==> src/shared/cdp_pkg.sv <==
// Package for the CAN driver protection controller: constants and types
package cdp_pkg;

  // Clock rate and timing
  localparam int unsigned CLK_HZ              = 25000000;
  localparam int unsigned TMO_PERIOD_US       = 1200;
  localparam int unsigned TMO_PERIOD_CYC      =
    TMO_PERIOD_US * (CLK_HZ / 1000000);
  localparam int unsigned RECHECK_TIME_MS     = 300;
  localparam longint unsigned RECHECK_CYC_L   =
    longint'(RECHECK_TIME_MS) * longint'(CLK_HZ) / 1000;
  localparam int unsigned RECHECK_CYC         = int'(RECHECK_CYC_L);
  localparam int unsigned TMR_W               = 24;

  // Register bit positions (kept for the host map)
  localparam logic [7:0] REG_TMO_CFG          = 8'h10;
  localparam int unsigned TMO_DIS_BIT         = 6;
  localparam logic [7:0] REG_FS_CFG           = 8'h17;
  localparam int unsigned FS_DIS_BIT          = 0;

  // Reset values
  localparam logic TMO_DIS_RST                = 1'b0;
  localparam logic FS_DIS_RST                 = 1'b0;

  // Mode request codes
  typedef enum logic [1:0] {
    CDP_REQ_NORMAL  = 2'h0,
    CDP_REQ_LISTEN  = 2'h1,
    CDP_REQ_STANDBY = 2'h2,
    CDP_REQ_SLEEP   = 2'h3
  } cdp_req_e;

  // Operating states, one-hot
  typedef enum logic [5:0] {
    CDP_ST_NORMAL   = 6'h01,
    CDP_ST_LISTEN   = 6'h02,
    CDP_ST_STANDBY  = 6'h04,
    CDP_ST_SLEEP    = 6'h08,
    CDP_ST_HOT_PROT = 6'h10,
    CDP_ST_FAILSAFE = 6'h20
  } cdp_state_e;

  // Mode write request from the host side
  typedef struct packed {
    logic     valid;
    cdp_req_e mode;
  } cdp_mode_wr_s;

  // Fault and status flags shown to the host
  typedef struct packed {
    logic thermal_warn;
    logic thermal_shutdown;
    logic dominant_timeout;
  } cdp_flags_s;

endpackage : cdp_pkg

==> src/hw/cdp_ctrl.sv <==
// CAN driver protection controller top level
//
// Contract
// - Normal mode: drive dominant while transmit low, recessive otherwise.
// - Normal/listen: receive follows bus; standby/sleep use wake receiver.
// - Receive output pulled high when transceiver is off.
// - Floating chip select reads high, serial interface deselected.
// - Falling transmit edge starts timeout timer; rising edge clears it.
// - Transmit low for whole timeout period disables bus driver.
// - After timeout fault, driver re-enabled once transmit returns high.
// - During timeout fault receiver stays active, bus biased recessive.
// - Timeout disable bit set switches supervision off entirely.
// - Thermal warning raises an interrupt to the host.
// - Thermal shutdown switches transceiver off, blocking transmit path.
// - Thermal shutdown sets its flag and raises an interrupt.
// - Digital core and serial interface stay working during shutdown.
// - Recheck timer starts at fault; fault gone at expiry means sleep.
// - Protected mode ignores normal/standby writes, accepts sleep writes.
// - With fail-safe enabled, shutdown enters fail-safe instead.
// - Shutdown during I/O undervoltage with fail-safe off enters sleep.
// - Fail-safe enabled after reset; disable bit set turns it off.
`timescale 1ns/100ps
module cdp_ctrl (
  input  wire logic                  core_clk,
  input  wire logic                  rst,
  input  wire logic                  clk_en,
  input  wire logic                  txd_pin,
  input  wire logic                  txd_pin_oe_n,
  input  wire logic                  bus_dominant,
  input  wire logic                  wake_rx_dominant,
  input  wire logic                  chip_select_n_pin,
  input  wire logic                  chip_select_n_oe_n,
  input  wire logic                  thermal_warn_in,
  input  wire logic                  thermal_shutdown_in,
  input  wire logic                  io_supply_undervoltage,
  input  wire logic                  dominant_timeout_disable,
  input  wire logic                  failsafe_disable,
  input  wire cdp_pkg::cdp_mode_wr_s mode_wr,
  input  wire logic                  flag_clear,
  output logic                       drive_dominant,
  output logic                       bias_recessive,
  output logic                       rxd,
  output logic                       rxd_oe,
  output logic                       chip_select_n,
  output logic                       irq_n,
  output cdp_pkg::cdp_flags_s        flags,
  output cdp_pkg::cdp_state_e        state
);

  ////////////////////////////////////////////////////////////////////////////
  // Input synchronisers
  logic [1:0] txd_sync_q;
  logic [1:0] bus_sync_q;
  logic [1:0] wake_sync_q;
  logic [1:0] cs_sync_q;
  logic [1:0] tw_sync_q;
  logic [1:0] hot_sync_q;
  logic [1:0] uv_sync_q;
  logic       txd_raw;
  logic       cs_raw;
  logic       txd_s;
  logic       bus_s;
  logic       wake_s;
  logic       cs_s;
  logic       tw_s;
  logic       hot_s;
  logic       uv_s;

  // Undriven pins read high through the weak pull-ups
  assign txd_raw = txd_pin_oe_n ? 1'b1 : txd_pin;
  assign cs_raw  = chip_select_n_oe_n ? 1'b1 : chip_select_n_pin;

  // Two-stage synchronisers, first stage read only by the second
  always_ff @(posedge core_clk or posedge rst)
  begin
    if (rst)
    begin
      txd_sync_q  <= 2'h3;
      bus_sync_q  <= 2'h0;
      wake_sync_q <= 2'h0;
      cs_sync_q   <= 2'h3;
      tw_sync_q   <= 2'h0;
      hot_sync_q  <= 2'h0;
      uv_sync_q   <= 2'h0;
    end
    else if (clk_en)
    begin
      txd_sync_q  <= {txd_sync_q[0], txd_raw};
      bus_sync_q  <= {bus_sync_q[0], bus_dominant};
      wake_sync_q <= {wake_sync_q[0], wake_rx_dominant};
      cs_sync_q   <= {cs_sync_q[0], cs_raw};
      tw_sync_q   <= {tw_sync_q[0], thermal_warn_in};
      hot_sync_q  <= {hot_sync_q[0], thermal_shutdown_in};
      uv_sync_q   <= {uv_sync_q[0], io_supply_undervoltage};
    end
  end

  assign txd_s  = txd_sync_q[1];
  assign bus_s  = bus_sync_q[1];
  assign wake_s = wake_sync_q[1];
  assign cs_s   = cs_sync_q[1];
  assign tw_s   = tw_sync_q[1];
  assign hot_s  = hot_sync_q[1];
  assign uv_s   = uv_sync_q[1];

  ////////////////////////////////////////////////////////////////////////////
  // Dominant-timeout supervisor
  logic tmo_fault;

  cdp_tmo_timer u_tmo (
    .core_clk  (core_clk),
    .rst       (rst),
    .clk_en    (clk_en),
    .txd_s     (txd_s),
    .disable_i (dominant_timeout_disable),
    .fault     (tmo_fault)
  );

  ////////////////////////////////////////////////////////////////////////////
  // Mode state machine with thermal recheck timer
  cdp_pkg::cdp_state_e       st_q;
  cdp_pkg::cdp_state_e       st_d;
  logic [cdp_pkg::TMR_W-1:0] rchk_q;
  logic [cdp_pkg::TMR_W-1:0] rchk_d;
  logic                      hot_q;
  logic                      hot_rise;
  logic                      protected_st;
  logic                      rchk_done;
  logic                      fs_en;

  assign hot_rise     = hot_s & ~hot_q;
  assign protected_st = (st_q == cdp_pkg::CDP_ST_HOT_PROT) |
                        (st_q == cdp_pkg::CDP_ST_FAILSAFE);
  assign rchk_done    = (rchk_q == cdp_pkg::TMR_W'(cdp_pkg::RECHECK_CYC - 1));
  assign fs_en        = ~failsafe_disable;

  // Next state and recheck timer
  always_comb
  begin
    st_d   = st_q;
    rchk_d = rchk_q;
    if (hot_rise && !protected_st && st_q != cdp_pkg::CDP_ST_SLEEP)
    begin
      rchk_d = '0;
      if (uv_s && !fs_en)
        st_d = cdp_pkg::CDP_ST_SLEEP;
      else if (fs_en)
        st_d = cdp_pkg::CDP_ST_FAILSAFE;
      else
        st_d = cdp_pkg::CDP_ST_HOT_PROT;
    end
    else
    begin
      case (st_q)
        cdp_pkg::CDP_ST_HOT_PROT,
        cdp_pkg::CDP_ST_FAILSAFE:
        begin
          rchk_d = rchk_q + 1'b1;
          if (mode_wr.valid && mode_wr.mode == cdp_pkg::CDP_REQ_SLEEP)
            st_d = cdp_pkg::CDP_ST_SLEEP;
          else if (uv_s && !fs_en)
            st_d = cdp_pkg::CDP_ST_SLEEP;
          else if (rchk_done)
          begin
            rchk_d = '0;
            if (!hot_s)
              st_d = cdp_pkg::CDP_ST_SLEEP;
          end
        end
        cdp_pkg::CDP_ST_NORMAL,
        cdp_pkg::CDP_ST_LISTEN,
        cdp_pkg::CDP_ST_STANDBY,
        cdp_pkg::CDP_ST_SLEEP:
        begin
          if (mode_wr.valid)
          begin
            case (mode_wr.mode)
              cdp_pkg::CDP_REQ_NORMAL:  st_d = cdp_pkg::CDP_ST_NORMAL;
              cdp_pkg::CDP_REQ_LISTEN:  st_d = cdp_pkg::CDP_ST_LISTEN;
              cdp_pkg::CDP_REQ_STANDBY: st_d = cdp_pkg::CDP_ST_STANDBY;
              default:                  st_d = cdp_pkg::CDP_ST_SLEEP;
            endcase
          end
        end
        default: st_d = cdp_pkg::CDP_ST_STANDBY;
      endcase
    end
  end

  // State registers; keep running while in shutdown
  always_ff @(posedge core_clk or posedge rst)
  begin
    if (rst)
    begin
      st_q   <= cdp_pkg::CDP_ST_STANDBY;
      rchk_q <= '0;
      hot_q  <= 1'b0;
    end
    else if (clk_en)
    begin
      st_q   <= st_d;
      rchk_q <= rchk_d;
      hot_q  <= hot_s;
    end
  end

  ////////////////////////////////////////////////////////////////////////////
  // Sticky flags; a new event wins over a clear
  logic tw_q;
  logic tw_rise;
  logic tmo_q;
  logic tmo_rise;
  cdp_pkg::cdp_flags_s flg_d;

  assign tw_rise  = tw_s & ~tw_q;
  assign tmo_rise = tmo_fault & ~tmo_q;
  assign flg_d.thermal_warn     = tw_rise |
                                  (flags.thermal_warn & ~flag_clear);
  assign flg_d.thermal_shutdown = hot_rise |
                                  (flags.thermal_shutdown & ~flag_clear);
  assign flg_d.dominant_timeout = tmo_rise |
                                  (flags.dominant_timeout & ~flag_clear);

  ////////////////////////////////////////////////////////////////////////////
  // Driver and receiver outputs
  logic xcvr_on;
  logic rx_active;
  logic drv_d;
  logic rxd_d;

  assign xcvr_on   = (st_q == cdp_pkg::CDP_ST_NORMAL) |
                     (st_q == cdp_pkg::CDP_ST_LISTEN);
  assign rx_active = xcvr_on |
                     (st_q == cdp_pkg::CDP_ST_STANDBY) |
                     (st_q == cdp_pkg::CDP_ST_SLEEP);
  assign drv_d     = (st_q == cdp_pkg::CDP_ST_NORMAL) & ~txd_s &
                     ~tmo_fault;
  // Main receiver in active modes, wake receiver in low power
  assign rxd_d     = xcvr_on ? ~bus_s : ~wake_s;

  // Registered outputs
  always_ff @(posedge core_clk or posedge rst)
  begin
    if (rst)
    begin
      tw_q           <= 1'b0;
      tmo_q          <= 1'b0;
      flags          <= '0;
      drive_dominant <= 1'b0;
      bias_recessive <= 1'b0;
      rxd            <= 1'b1;
      rxd_oe         <= 1'b0;
      chip_select_n  <= 1'b1;
      irq_n          <= 1'b1;
      state          <= cdp_pkg::CDP_ST_STANDBY;
    end
    else if (clk_en)
    begin
      tw_q           <= tw_s;
      tmo_q          <= tmo_fault;
      flags          <= flg_d;
      drive_dominant <= drv_d;
      bias_recessive <= xcvr_on & ~drv_d;
      rxd            <= rx_active ? rxd_d : 1'b1;
      rxd_oe         <= rx_active;
      chip_select_n  <= cs_s;
      irq_n          <= ~(flg_d.thermal_warn | flg_d.thermal_shutdown);
      state          <= st_d;
    end
  end

endmodule : cdp_ctrl

==> src/hw/cdp_dto_timer.sv <==
// Dominant-timeout supervisor on the transmit input
`timescale 1ns/100ps
module cdp_tmo_timer (
  input  wire logic core_clk,
  input  wire logic rst,
  input  wire logic clk_en,
  input  wire logic txd_s,
  input  wire logic disable_i,
  output logic      fault
);

  logic [cdp_pkg::TMR_W-1:0] cnt_q;
  logic                      txd_q;
  logic                      fall;
  logic                      done;

  assign fall = txd_q & ~txd_s;
  assign done = (cnt_q == cdp_pkg::TMR_W'(cdp_pkg::TMO_PERIOD_CYC - 1));

  // Counter runs from a falling edge while the input stays low
  always_ff @(posedge core_clk or posedge rst)
  begin
    if (rst)
    begin
      cnt_q <= '0;
      txd_q <= 1'b1;
      fault <= 1'b0;
    end
    else if (clk_en)
    begin
      txd_q <= txd_s;
      if (disable_i)
      begin
        cnt_q <= '0;
        fault <= 1'b0;
      end
      else if (txd_s)
      begin
        cnt_q <= '0;
        fault <= 1'b0;
      end
      else if (fall)
        cnt_q <= '0;
      else if (!fault)
      begin
        cnt_q <= cnt_q + 1'b1;
        if (done)
          fault <= 1'b1;
      end
    end
  end

endmodule : cdp_tmo_timer

==> config.mk <==
export PLATFORM = sky130hd
export DESIGN_NAME = cdp_ctrl
export DESIGN_NICKNAME = d
export VERILOG_FILES = /design/src/shared/cdp_pkg.sv /design/src/hw/cdp_ctrl.sv /design/src/hw/cdp_dto_timer.sv
export SDC_FILE = /design/constraint.sdc
export NUM_CORES = 1
export LEC_CHECK = 0
export BUFFER_PORTS_ARGS = -buffer_cell sky130_fd_sc_hd__buf_2
export CAP_MARGIN = 20
export CORE_MARGIN = 2
export CORE_UTILIZATION = 65
export CTS_BUF_LIST = sky130_fd_sc_hd__clkbuf_4 sky130_fd_sc_hd__clkbuf_8
export DETAILED_ROUTE_END_ITERATION = 12
export GPL_ROUTABILITY_DRIVEN = 0
export PLACE_DENSITY = 0.82
export SYNTH_ARGS = -nofsm -noshare
export SYNTH_HDL_FRONTEND = slang
export SYNTH_SLANG_ARGS = --single-unit
==> constraint.sdc <==
create_clock -name core_clk -period 4.6 [get_ports core_clk]
set_input_delay 0.23 -clock core_clk [delete_from_list [all_inputs] [get_ports core_clk]]
set_output_delay 0.23 -clock core_clk [all_outputs]
set_load 0.02 [all_outputs]
Word level (Yosys, flattened, before mapping):

Index checks and enable logic that the tools add are counted.

* $add $sub $neg: 2
* $mul: 0
* divide/modulo/power cells: 0
* order comparisons: 0
* eq/ne operators: 17
* shifts and indexed selects: 0
* mux-type cells: 28
* bitwise logic cells: 28
* reductions and logical operators: 13

Operators with widths (count)
* $mux W24: 9
* $add A24 B1 Y24 const B: 2
* $mux W6: 8
* $eq A24 B15 Y1 const B: 1
* $eq A24 B23 Y1 const B: 1
* $pmux W4 S3: 1
* $pmux W6 S2: 1
* $and A1 B1 Y1: 10
* $ne A5 B5 Y1 const B: 2
* $not A1 Y1: 10
* $mux W1: 9
* $or A1 B1 Y1: 8
* $eq A6 B1 Y1 const B: 1
* $eq A6 B2 Y1 const B: 1
* $eq A6 B3 Y1 const B: 1
* $eq A6 B4 Y1 const B: 1
* $eq A6 B5 Y1 const B: 1
* $eq A6 B6 Y1 const B: 1
* $ne A3 B3 Y1 const B: 2
* $ne A6 B4 Y1 const B: 1
* $reduce_and A2 Y1: 3
* $eq A2 B2 Y1 const B: 2
* $logic_and A1 B1 Y1: 4
* $ne A4 B4 Y1 const B: 1
* other kinds (7): 7

* flip-flop bits (word level): 82
* bits in latches: 0
* memory bits (writable): 0
* memory bits (read-only): 0
* input bits: 18
* output and inout port bits: 15
* logic and storage cells: 112
* memories: 0

Depth between registers and ports, before layout:

Gate-level depths: netlist (run 1).

* depth in word-level cells: 7
* depth in mapped cells: 8

Modules after synthesis:

From an unflattened synthesis (run 1), not the netlist that was laid out.

* cells, all modules: 427
* area total of the unflattened synthesis: 4322.9 sq um

Modules (own cells, without submodules)
* cdp_ctrl: instances 1, cells an instance 276, area an instance 2877.8 sq um, sequential area each 1411.4 sq um
* cdp_tmo_timer: instances 1, cells an instance 151, area an instance 1445.1 sq um, sequential area each 651.9 sq um

Least setup slack after synthesis (run 1):

No wires, ideal clock.

* kind: register to register
* start point: register state[1] (netlist name)
* end point: register state[3]
* setup time: 0.128 ns
* arrival time: 2.287 ns
* required time: 4.472 ns
* setup slack: 2.186 ns
* stages on the path, launching flop included: 8
* buffers on the path: 2
* period minus slack after synthesis: 2.414 ns
* path through: dfrtp_1 > buf_6 > or4_4 > or2_4 > and2_4 > o32a_1 > buf_6 > mux2_1

RTL lines
* end signal, assigned: RTL line cdp_ctrl.sv:255 `state <= cdp_pkg::CDP_ST_STANDBY;`
* end signal, assigned: RTL line cdp_ctrl.sv:268 `state <= st_d;`
* end, declared: RTL line cdp_ctrl.sv:47 `output cdp_pkg::cdp_state_e state`

==> impl_metrics.json, run 1 <==
{
  "slew_viol_final": 0,
  "min_from": "io_supply_undervoltage",
  "hp-class": "in2reg",
  "instances_no_fill": 536,
  "remaining_drc_errors": 0,
  "start_util_pct": 66.9,
  "place_hpwl_mm": 5.97,
  "post_cts_buffers": 0,
  "pin_count": 33,
  "port-buffer-count": 32,
  "synth_nets": 447,
  "tns_ns": 0,
  "n_antenna_cell": 0,
  "synth_edf_count": 0,
  "maxSlewHeadroom_pct": 34.5,
  "grt_pass1_vias": 3165,
  "htree_num_levels": 3,
  "grt_antenna_before_repair": 0,
  "switching_share_pct": 33.7,
  "routed_via_density": 6.23,
  "wl_mm": 8.76,
  "wl_per_cell_um": 16.3,
  "grt.overflow.total": 0,
  "cts_tree": "yes",
  "final_common_cell": "dfrtp_1",
  "ant_nets": 0,
  "yosysSeqAreaShare_pct": 48.8,
  "area_delta_synth_final_pct": 9.63,
  "synth_cell_types": 53,
  "min_period_over_period_pct": 55.9,
  "clk_latency_ns": 0.34,
  "num_vias": 3338,
  "avgSynthCellArea_um2": 9.89,
  "path_class": "reg2reg",
  "grt_max_degree": 83,
  "peakVddDrop_mv": 0.290,
  "arrival_ns": 2.80,
  "drv_cap": 0,
  "track_usage_pct": 25.8,
  "final_cell_mix": "73 x dfrtp_1, 53 x nor2_1, 32 x buf_2",
  "crit_path_start": "state[2]",
  "outcome": "complete, no violations",
  "syn_area_mm2": 0.00422,
  "r2r-start": "state[2]",
  "period_minus_slack_ns": 2.57,
  "powerDensity_mw_per_mm2": 414,
  "layout.nets": 474,
  "grt_pass1_wl_mm": 14.9,
  "fmax_ghz": 0.389,
  "dieArea_mm2": 0.00716,
  "std_cell_rows": 29,
  "cp-start-kind": "register",
  "cts_buffers": 9,
  "place_inst": 520,
  "ys_ff_latch": 82,
  "die_h_um": 84.6,
  "p_leak_nw": 1.94,
  "ys.flop_type": "dfrtp_1",
  "cp_max_fo": 8,
  "core_mm2": 0.00631,
  "cts-resized-gates": 0,
  "combPwrFrac_pct": 24.4,
  "worstMarginPinSlew_ns": 0.982,
  "p_switching_mw": 0.645,
  "dr.pass1.iters": 5,
  "ctsRootBufferMaster": "clkbuf_8",
  "pwr-share-seq_pct": 47.6,
  "die_w_um": 84.6,
  "cts_buffer_depth": 2,
  "cp-end-kind": "register",
  "clock-sinks": 82,
  "drive_above_1_share_pct": 19.2,
  "hold_viol": 0,
  "setup-violations-final": 0,
  "p_int_mw": 1.27,
  "rsz0062_at_grt": "no",
  "drt_iter0_markers": 267,
  "hold_buffers": 0,
  "pwr-share-clk_pct": 28.1,
  "async_flop_share_pct": 100,
  "required_ns": 4.83,
  "yosysWarnings": 0,
  "netlist_instances": 427,
  "clk_pin_slew_ns": 0.09,
  "clock_skew_ns": 0.00818
}
==> cells in the mapped netlist, types with 15 or more instances <==
| master | count | area [µm²] |
|---|---|---|
| dfrtp_1 | 73 | 1830 |
| nor2_1 | 53 | 199 |
| nand2_1 | 29 | 109 |
| o21ai_0 | 21 | 105 |
| xnor2_1 | 21 | 184 |
| nor3_1 | 18 | 90.1 |
| nor4_1 | 17 | 106 |
| inv_1 | 16 | 60.1 |
| nand3_1 | 16 | 80.1 |
| xor2_1 | 16 | 140 |
| mux2_2 | 15 | 169 |
==> final timing paths <==
check	to	slack (ns)	depth (start not counted)
hold reg to reg	flags[0]	0.46	1
hold / removal	uv_sync_q[0]	0.11	2
min in group asynchronous	rchk_q[3]	0.19	3
setup / recovery	state[0]	2.03	5
setup reg to reg	state[0]	2.03	5
max in group asynchronous	tmo_q	3.79	3
==> through the flow <==
step | power, mW | area, µm² | setup WS [ns] | hold WS [ns] | util, %
6_report | 1.91 | 4630 | 2.03 | 0.112 | 73.3
5_1_grt | 2.00 | 4630 | 1.94 | 0.0989 | 73.3
4_1_cts | 1.92 | 4630 | 2.11 | 0.102 | 73.3
3_5_place_dp | 1.38 | 4420 | 2.01 | 0.455 | 70.1
3_3_place_gp | 1.35 | 4420 | 2.14 | 0.444 | 70.1
2_1_floorplan | 1.25 | 4220 | 2.19 | 0.371 | -
==> kinds of logic after synthesis <==
kind of cell | synth area share [%]
AOI/OAI and AO/OA | 10.9
and+or+nand+nor | 21.8
muxes | 6.46
xor gates and xnor gates | 7.67
DFF | 48.8
adders and majority gates | 0.592
buffers and inverters | 3.73
==> registers in the layout (all words and copies together) (netlist names), 2 cells and up <==
| register | count |
|---|---|
| tw_sync_q | 2 |
| state | 6 |
| txd_sync_q | 2 |
| cs_sync_q | 2 |
| hot_sync_q | 2 |
| wake_sync_q | 2 |
| flags | 3 |
| uv_sync_q | 2 |
| rchk_q | 24 |
| u_tmo.cnt_q | 24 |
| bus_sync_q | 2 |
==> power by group through the flow <==
stage	registers [mW]	logic (mW)	clock network [mW]
2_1_floorplan	0.929	0.325	0
6_report	0.911	0.466	0.538
5_1_grt	0.922	0.508	0.574
3_5_place_dp	0.920	0.459	0
4_1_cts	0.907	0.462	0.547
3_3_place_gp	0.911	0.443	0
==> metal layers <==
layer / vias to the layer above / GRT usage (%) / wire length [µm] / share of wire [%]
met4: 0 / 10.5 / 157 / 1.8
met3: 17 / 4.03 / 447 / 5.1
met2: 131 / 39.7 / 4160 / 48
li1: 1592 / - / - / -
met5: - / 0 / 0 / 0
met1: 1598 / 36.8 / 3990 / 46
==> critical path: stages, from the launching register on <==
cell and delay [ns]:
dfstp_2 0.62, xnor2_1 0.14, nor3_1 0.06, o31ai_1 0.77
o32a_1 0.49, mux2_1 0.38
==> area by class of cell <==
class	count	area, µm²
tap	77	96.3
sequential	82	2060
fill	479	1680
multi-input combinational	309	2010
clock buffer	11	145
clock inverter	5	61.3
inverter	16	61.3
timing repair buffer	36	190
Note: power is estimated with default switching activity, not from simulation.
==> inputs of run 2 (changes only) <==
CORE_UTILIZATION = 56   (was 65)
PLACE_DENSITY = 0.75   (was 0.82)
clock period = 2.22 ns   (was 4.6 ns; I/O delays follow)
==> run 2 against run 1 <==
- maximum frequency up 18%
- worst setup slack worse by 2.0 ns
- critical path type unchanged
- flip-flop and latch count unchanged
- clock power up 91%
- design area up 6.9%
- total power up 110%
==> impl_metrics.json, run 2 (synthesis gave the netlist of run 1 again) <==
{
  "wl_per_cell_um": 15.7,
  "worstMarginPinSlew_ns": 0.693,
  "required_ns": 2.51,
  "hold_viol": 0,
  "drv_cap": 0,
  "cp_max_fo": 4,
  "place_hpwl_mm": 6.47,
  "reg_top3": "rchk_q x24, u_tmo.cnt_q x24, state x6",
  "path_cells": "or4_4 > or2_4 > and2_4 > buf_4 > nor4b_1 > mux2_4",
  "drt_iter0_markers": 156,
  "die_h_um": 90.9,
  "arrival_ns": 2.48,
  "crit_buf_inv": 1,
  "slew_viol_final": 0,
  "layout.nets": 504,
  "peakVddDrop_mv": 0.638,
  "crit_path_top_delay_cell": "or4_4",
  "n_antenna_cell": 0,
  "rr_endpoint": "state[1]",
  "fillers": 593,
  "p_leak_nw": 2.07,
  "r2r_slack_ns": 0.04,
  "holdPathEnd": "txd_sync_q[0]",
  "die_w_um": 90.9,
  "cp_num_cells": 6,
  "cts_buffer_depth": 2,
  "powerDensity_mw_per_mm2": 825,
  "cts_buffers": 9,
  "maxSlewHeadroom_pct": 53.7,
  "remaining_drc_errors": 0,
  "std_cell_rows": 31,
  "clock-sinks": 82,
  "track_usage_pct": 24.0,
  "min_period_over_period_pct": 98.4,
  "start_util_pct": 57.9,
  "cp-start-kind": "register",
  "cts_tree": "yes",
  "final_cell_mix": "71 x dfrtp_1, 53 x nor2_1, 32 x buf_2",
  "multi_input_area_mm2": 0.00206,
  "hp-class": "in2reg",
  "r2r-start": "state[0]",
  "cp-end-kind": "register",
  "dp_slack_ns": -0.0442,
  "power_mw": 4.08,
  "setup_slack_ns": 0.0361,
  "grt_max_degree": 38,
  "post_cts_buffers": 0,
  "core_mm2": 0.00729,
  "grt_pass1_vias": 3438,
  "ff2ff_path_depth": 6,
  "grt.overflow.total": 0,
  "fmax_ghz": 0.458,
  "path_class": "reg2reg",
  "max_stage_delay_ns": 0.53,
  "outcome": "complete, no violations",
  "ant_nets": 0,
  "clk_pin_slew_ns": 0.09,
  "register_area_mm2": 0.00207,
  "grt_antenna_before_repair": 0,
  "period_minus_slack_ns": 2.18,
  "htree_num_levels": 3,
  "routed_via_density": 5.91,
  "cp_top_family": "simple AND/OR/NAND/NOR gates",
  "final_common_cell": "dfrtp_1",
  "dr.pass1.iters": 5,
  "setup-violations-final": 0,
  "ctsRootBufferMaster": "clkbuf_8",
  "dieArea_mm2": 0.00825,
  "pin_count": 33,
  "drive_above_1_share_pct": 24.1,
  "clock_skew_ns": 0.0127,
  "grt_pass1_wl_mm": 16.0,
  "area_delta_synth_final_pct": 17.2,
  "whs_path_depth": 3,
  "clk_latency_ns": 0.36,
  "min_from": "txd_pin_oe_n",
  "wl_mm": 9.26,
  "port-buffer-count": 32,
  "num_vias": 3474
}
==> run 2: cell type report <==
| cell class | count | area share [%] |
|---|---|---|
| Tap cell | 99 | 2.50 |
| Clock buffer | 10 | 2.78 |
| Sequential cell | 82 | 41.7 |
| Clock inverter | 6 | 0.986 |
| Timing Repair Buffer | 66 | 9.13 |
| Multi-Input combinational cell | 309 | 41.6 |
| Inverter | 16 | 1.29 |
==> run 2: power breakdown <==
group	leakage, nW	switching (mW)	total (mW)	internal [mW]
sequential	1.05	0.147	1.83	1.69
clock	0.0859	0.586	1.03	0.448
combinational	0.932	0.688	1.22	0.530
total	2.07	1.42	4.08	2.66
==> run 2: worst max path at each step <==
| stage | from | end |
|---|---|---|
| floorplan | state[1] | state[1] |
| finish | state[0] | state[1] |
| detailed placement | state[0] | state[3] |
| CTS | state[0] | state[1] |
| global route | rchk_q[18] | state[3] |
| global placement | state[0] | state[0] |
==> run 2: worst register-to-register path: stages, from the launching register on <==
cell and delay (ns):
dfrtp_2 0.41, or4_4 0.53, or2_4 0.24, and2_4 0.14
buf_4 0.15, nor4b_1 0.42, mux2_4 0.24
==> run 2: metrics by stage <==
| stage | setup TNS (ns) | cell area (µm²) | std cells | util, % | hold WS [ns] |
|---|---|---|---|---|---|
| final | 0 | 4950 | 588 | 67.9 | 0.0107 |
| after global routing | -0.00369 | 4950 | 588 | 67.9 | 0.0411 |
| after CTS | 0 | 4920 | 588 | 67.5 | 0.00843 |
| after detailed placement | -0.159 | 4630 | 564 | 63.6 | 0.240 |
| after global placement | 0 | 4630 | 564 | 63.6 | 0.230 |
| after floorplan | -1.37 | 4230 | 427 | - | 0.252 |
==> run 2: timing repair <==
| action | in CTS | in global routing |
|---|---|---|
| cloned | 0 | 0 |
| hold endpoints to repair | 32 | 0 |
| hold buffers | 8 | 0 |
| endpoints found under the setup margin | 5 | 26 |
| resized for setup | 3 | 6 |
| pin swaps | 0 | 2 |
==> run 2: per-layer routing <==
layer  GRT usage [%]  part of all wire [%]  vias to the layer above  routed length [µm]
li1                -                     -                     1657                   -
met1            32.7                    46                     1708                4240
met2            37.7                    46                       94                4290
met3            4.76                   5.8                       15                 539
met4            9.60                   2.0                        0                 184
met5               0                     0                        -                   0
==> inputs of run 3 (changes only) <==
REMOVE_ABC_BUFFERS = 1   (was unset)
SYNTH_HIERARCHICAL = 1   (was unset)
==> run 3 against run 2 <==
- sequential share of layout area up 0.098 points
- flip-flop and latch count stayed put
- die area is 2.2% higher
- utilization shrank 3.0 points
- maximum frequency is 2.9% higher
- combinational power is 6% lower
- design area shrank 0.35%
- non-clock buffer count down 6
- first-iteration DRC count rose by 14%
- worst setup slack improved by 0.062 ns
- critical path type unchanged
- critical endpoint unchanged
==> impl_metrics.json, run 3 <==
{
  "outcome": "complete, no violations",
  "holdPathEnd": "txd_sync_q[0]",
  "p_leak_nw": 2.08,
  "n_antenna_cell": 0,
  "area_delta_synth_final_pct": 14.1,
  "worstMarginPinSlew_ns": 0.707,
  "ys.flop_type": "dfrtp_1",
  "final_common_cell": "dfrtp_1",
  "rsz0062_at_grt": "no",
  "netlist_instances": 427,
  "grt_pass1_wl_mm": 16.3,
  "cp_max_fo": 6,
  "reg_top3": "rchk_q x24, u_tmo/cnt_q x24, state x6",
  "synth_area_leaders": "dfrtp_1 42%, dfstp_2 5.5%, mux2_2 4.2%",
  "rr_endpoint": "state[1]",
  "dieArea_mm2": 0.00844,
  "htree_num_levels": 3,
  "clk_pin_slew_ns": 0.09,
  "yosysWarnings": 6,
  "avgSynthCellArea_um2": 10.1,
  "cts_tree": "yes",
  "r2r_slack_ns": 0.1,
  "peakVddDrop_mv": 0.510,
  "clock_skew_ns": 0.0109,
  "grt_max_degree": 57,
  "core_mm2": 0.00761,
  "layout.nets": 504,
  "yosysSeqAreaShare_pct": 47.7,
  "synth_edf_count": 0,
  "ys_ff_latch": 82,
  "place_hpwl_mm": 6.74,
  "cts_buffers": 9,
  "wl_per_cell_um": 16.1,
  "clock-sinks": 82,
  "synth_top_cell_area_share_pct": 42.3,
  "async_flop_share_pct": 100,
  "r2r-start": "rchk_q[0]",
  "arrival_ns": 2.35,
  "grt.overflow.total": 0,
  "grt_antenna_before_repair": 0,
  "hold_viol": 0,
  "drt_iter0_markers": 178,
  "maxSlewHeadroom_pct": 52.9,
  "dr.pass1.iters": 4,
  "ant_nets": 0,
  "power_mw": 4.09,
  "cp-start-kind": "register",
  "min_from": "txd_pin",
  "remaining_drc_errors": 0,
  "fmax_ghz": 0.471,
  "port-buffer-count": 32,
  "start_util_pct": 56.8,
  "grt_pass1_vias": 3546,
  "path_class": "reg2reg",
  "period_minus_slack_ns": 2.12,
  "drive_above_1_share_pct": 23.3,
  "cts_buffer_depth": 2,
  "powerDensity_mw_per_mm2": 829,
  "pin_count": 33,
  "yosys-top-cells-count": "73 x dfrtp_1, 45 x nand2_1, 28 x nor2_1",
  "slew_viol_final": 0,
  "num_vias": 3517,
  "whs_path_depth": 3,
  "synth_cell_types": 62,
  "clk_latency_ns": 0.35,
  "hp-class": "in2reg",
  "setup-violations-final": 0,
  "final_cell_mix": "73 x dfrtp_1, 45 x nand2_1, 32 x buf_2",
  "synth.most_common_cell": "dfrtp_1",
  "min_period_over_period_pct": 95.6,
  "track_usage_pct": 24.2,
  "syn_area_mm2": 0.00432,
  "die_w_um": 91.9,
  "routed_via_density": 5.95,
  "tns_ns": 0,
  "cp-end-kind": "register",
  "ctsRootBufferMaster": "clkbuf_8",
  "die_h_um": 91.9,
  "ff2ff_path_depth": 6,
  "std_cell_rows": 32,
  "wl_mm": 9.50,
  "drv_cap": 0,
  "required_ns": 2.45,
  "synth_top_area_cell": "dfrtp_1"
}
run 3: how the worst max path moves through the flow:
stage,startpoint,to,slack [ns],cells past startpoint
CTS,rchk_q[0],state[1],0.03,6
global placement,rchk_q[0],state[0],0.13,6
floorplan,state[1],rchk_q[22],0.04,5
detailed placement,rchk_q[0],state[1],0.08,6
global route,rchk_q[0],state[1],0.002,6
finish,rchk_q[0],state[1],0.1,6
run 3: layout make-up:
| cell class | instances | area [µm²] |
|---|---|---|
| Timing Repair Buffer | 60 | 385 |
| Inverter | 10 | 37.5 |
| Clock buffer | 11 | 145 |
| Clock inverter | 5 | 38.8 |
| Tap cell | 102 | 128 |
| Multi-Input combinational cell | 321 | 2130 |
| Sequential cell | 82 | 2060 |
| Fill cell | 618 | 2680 |
run 3: worst max-delay path: stages (launching register included):
cell and delay, ns:
dfrtp_1 0.43, ha_1 0.20, nand3_1 0.10, nor4_1 0.45, a21o_1 0.17, o311a_2 0.29, mux2_1 0.35
run 3: what timing repair did:
action / in CTS / in global routing
buffers inserted: 0 / 1
hold buffers: 6 / 0
endpoints found under the setup margin: 0 / 5
resized for setup: 0 / 1
hold endpoints to repair: 78 / 0
run 3: cell families after synthesis:
group / share of synthesized area [%]
AND/OR/NAND/NOR: 25.0
AO/OA/AOI/OAI: 13.7
multiplexers: 6.43
adder cells (fa/ha/maj): 0.579
buffers and inverters: 2.95
flip-flops: 47.7
XOR/XNOR: 3.65
run 3: report_power, final:
group,switching (mW),internal (mW)
Clock,0.552,0.456
Sequential,0.221,1.71
Combinational,0.640,0.511
run 3: stage by stage:
stage	hold WS (ns)	util (%)	instance area (µm²)	setup WS [ns]	cells
after CTS	0.0437	64.7	4920	0.0252	590
after global routing	0.0697	64.8	4930	0.00192	591
after floorplan	0.150	-	4230	0.0387	413
final	0.0543	64.8	4930	0.0981	591
after detailed placement	0.198	61.5	4680	0.0768	568
after global placement	0.199	61.5	4680	0.131	568
run 3: layer usage:
| layer | GRT usage (%) | part of all wire [%] | vias to the layer above |
|---|---|---|---|
| met5 | 0 | 0 | - |
| li1 | - | - | 1709 |
| met2 | 41.1 | 50 | 69 |
| met3 | 3.70 | 2.7 | 14 |
| met1 | 31.3 | 46 | 1725 |
| met4 | 9.08 | 1.7 | 0 |
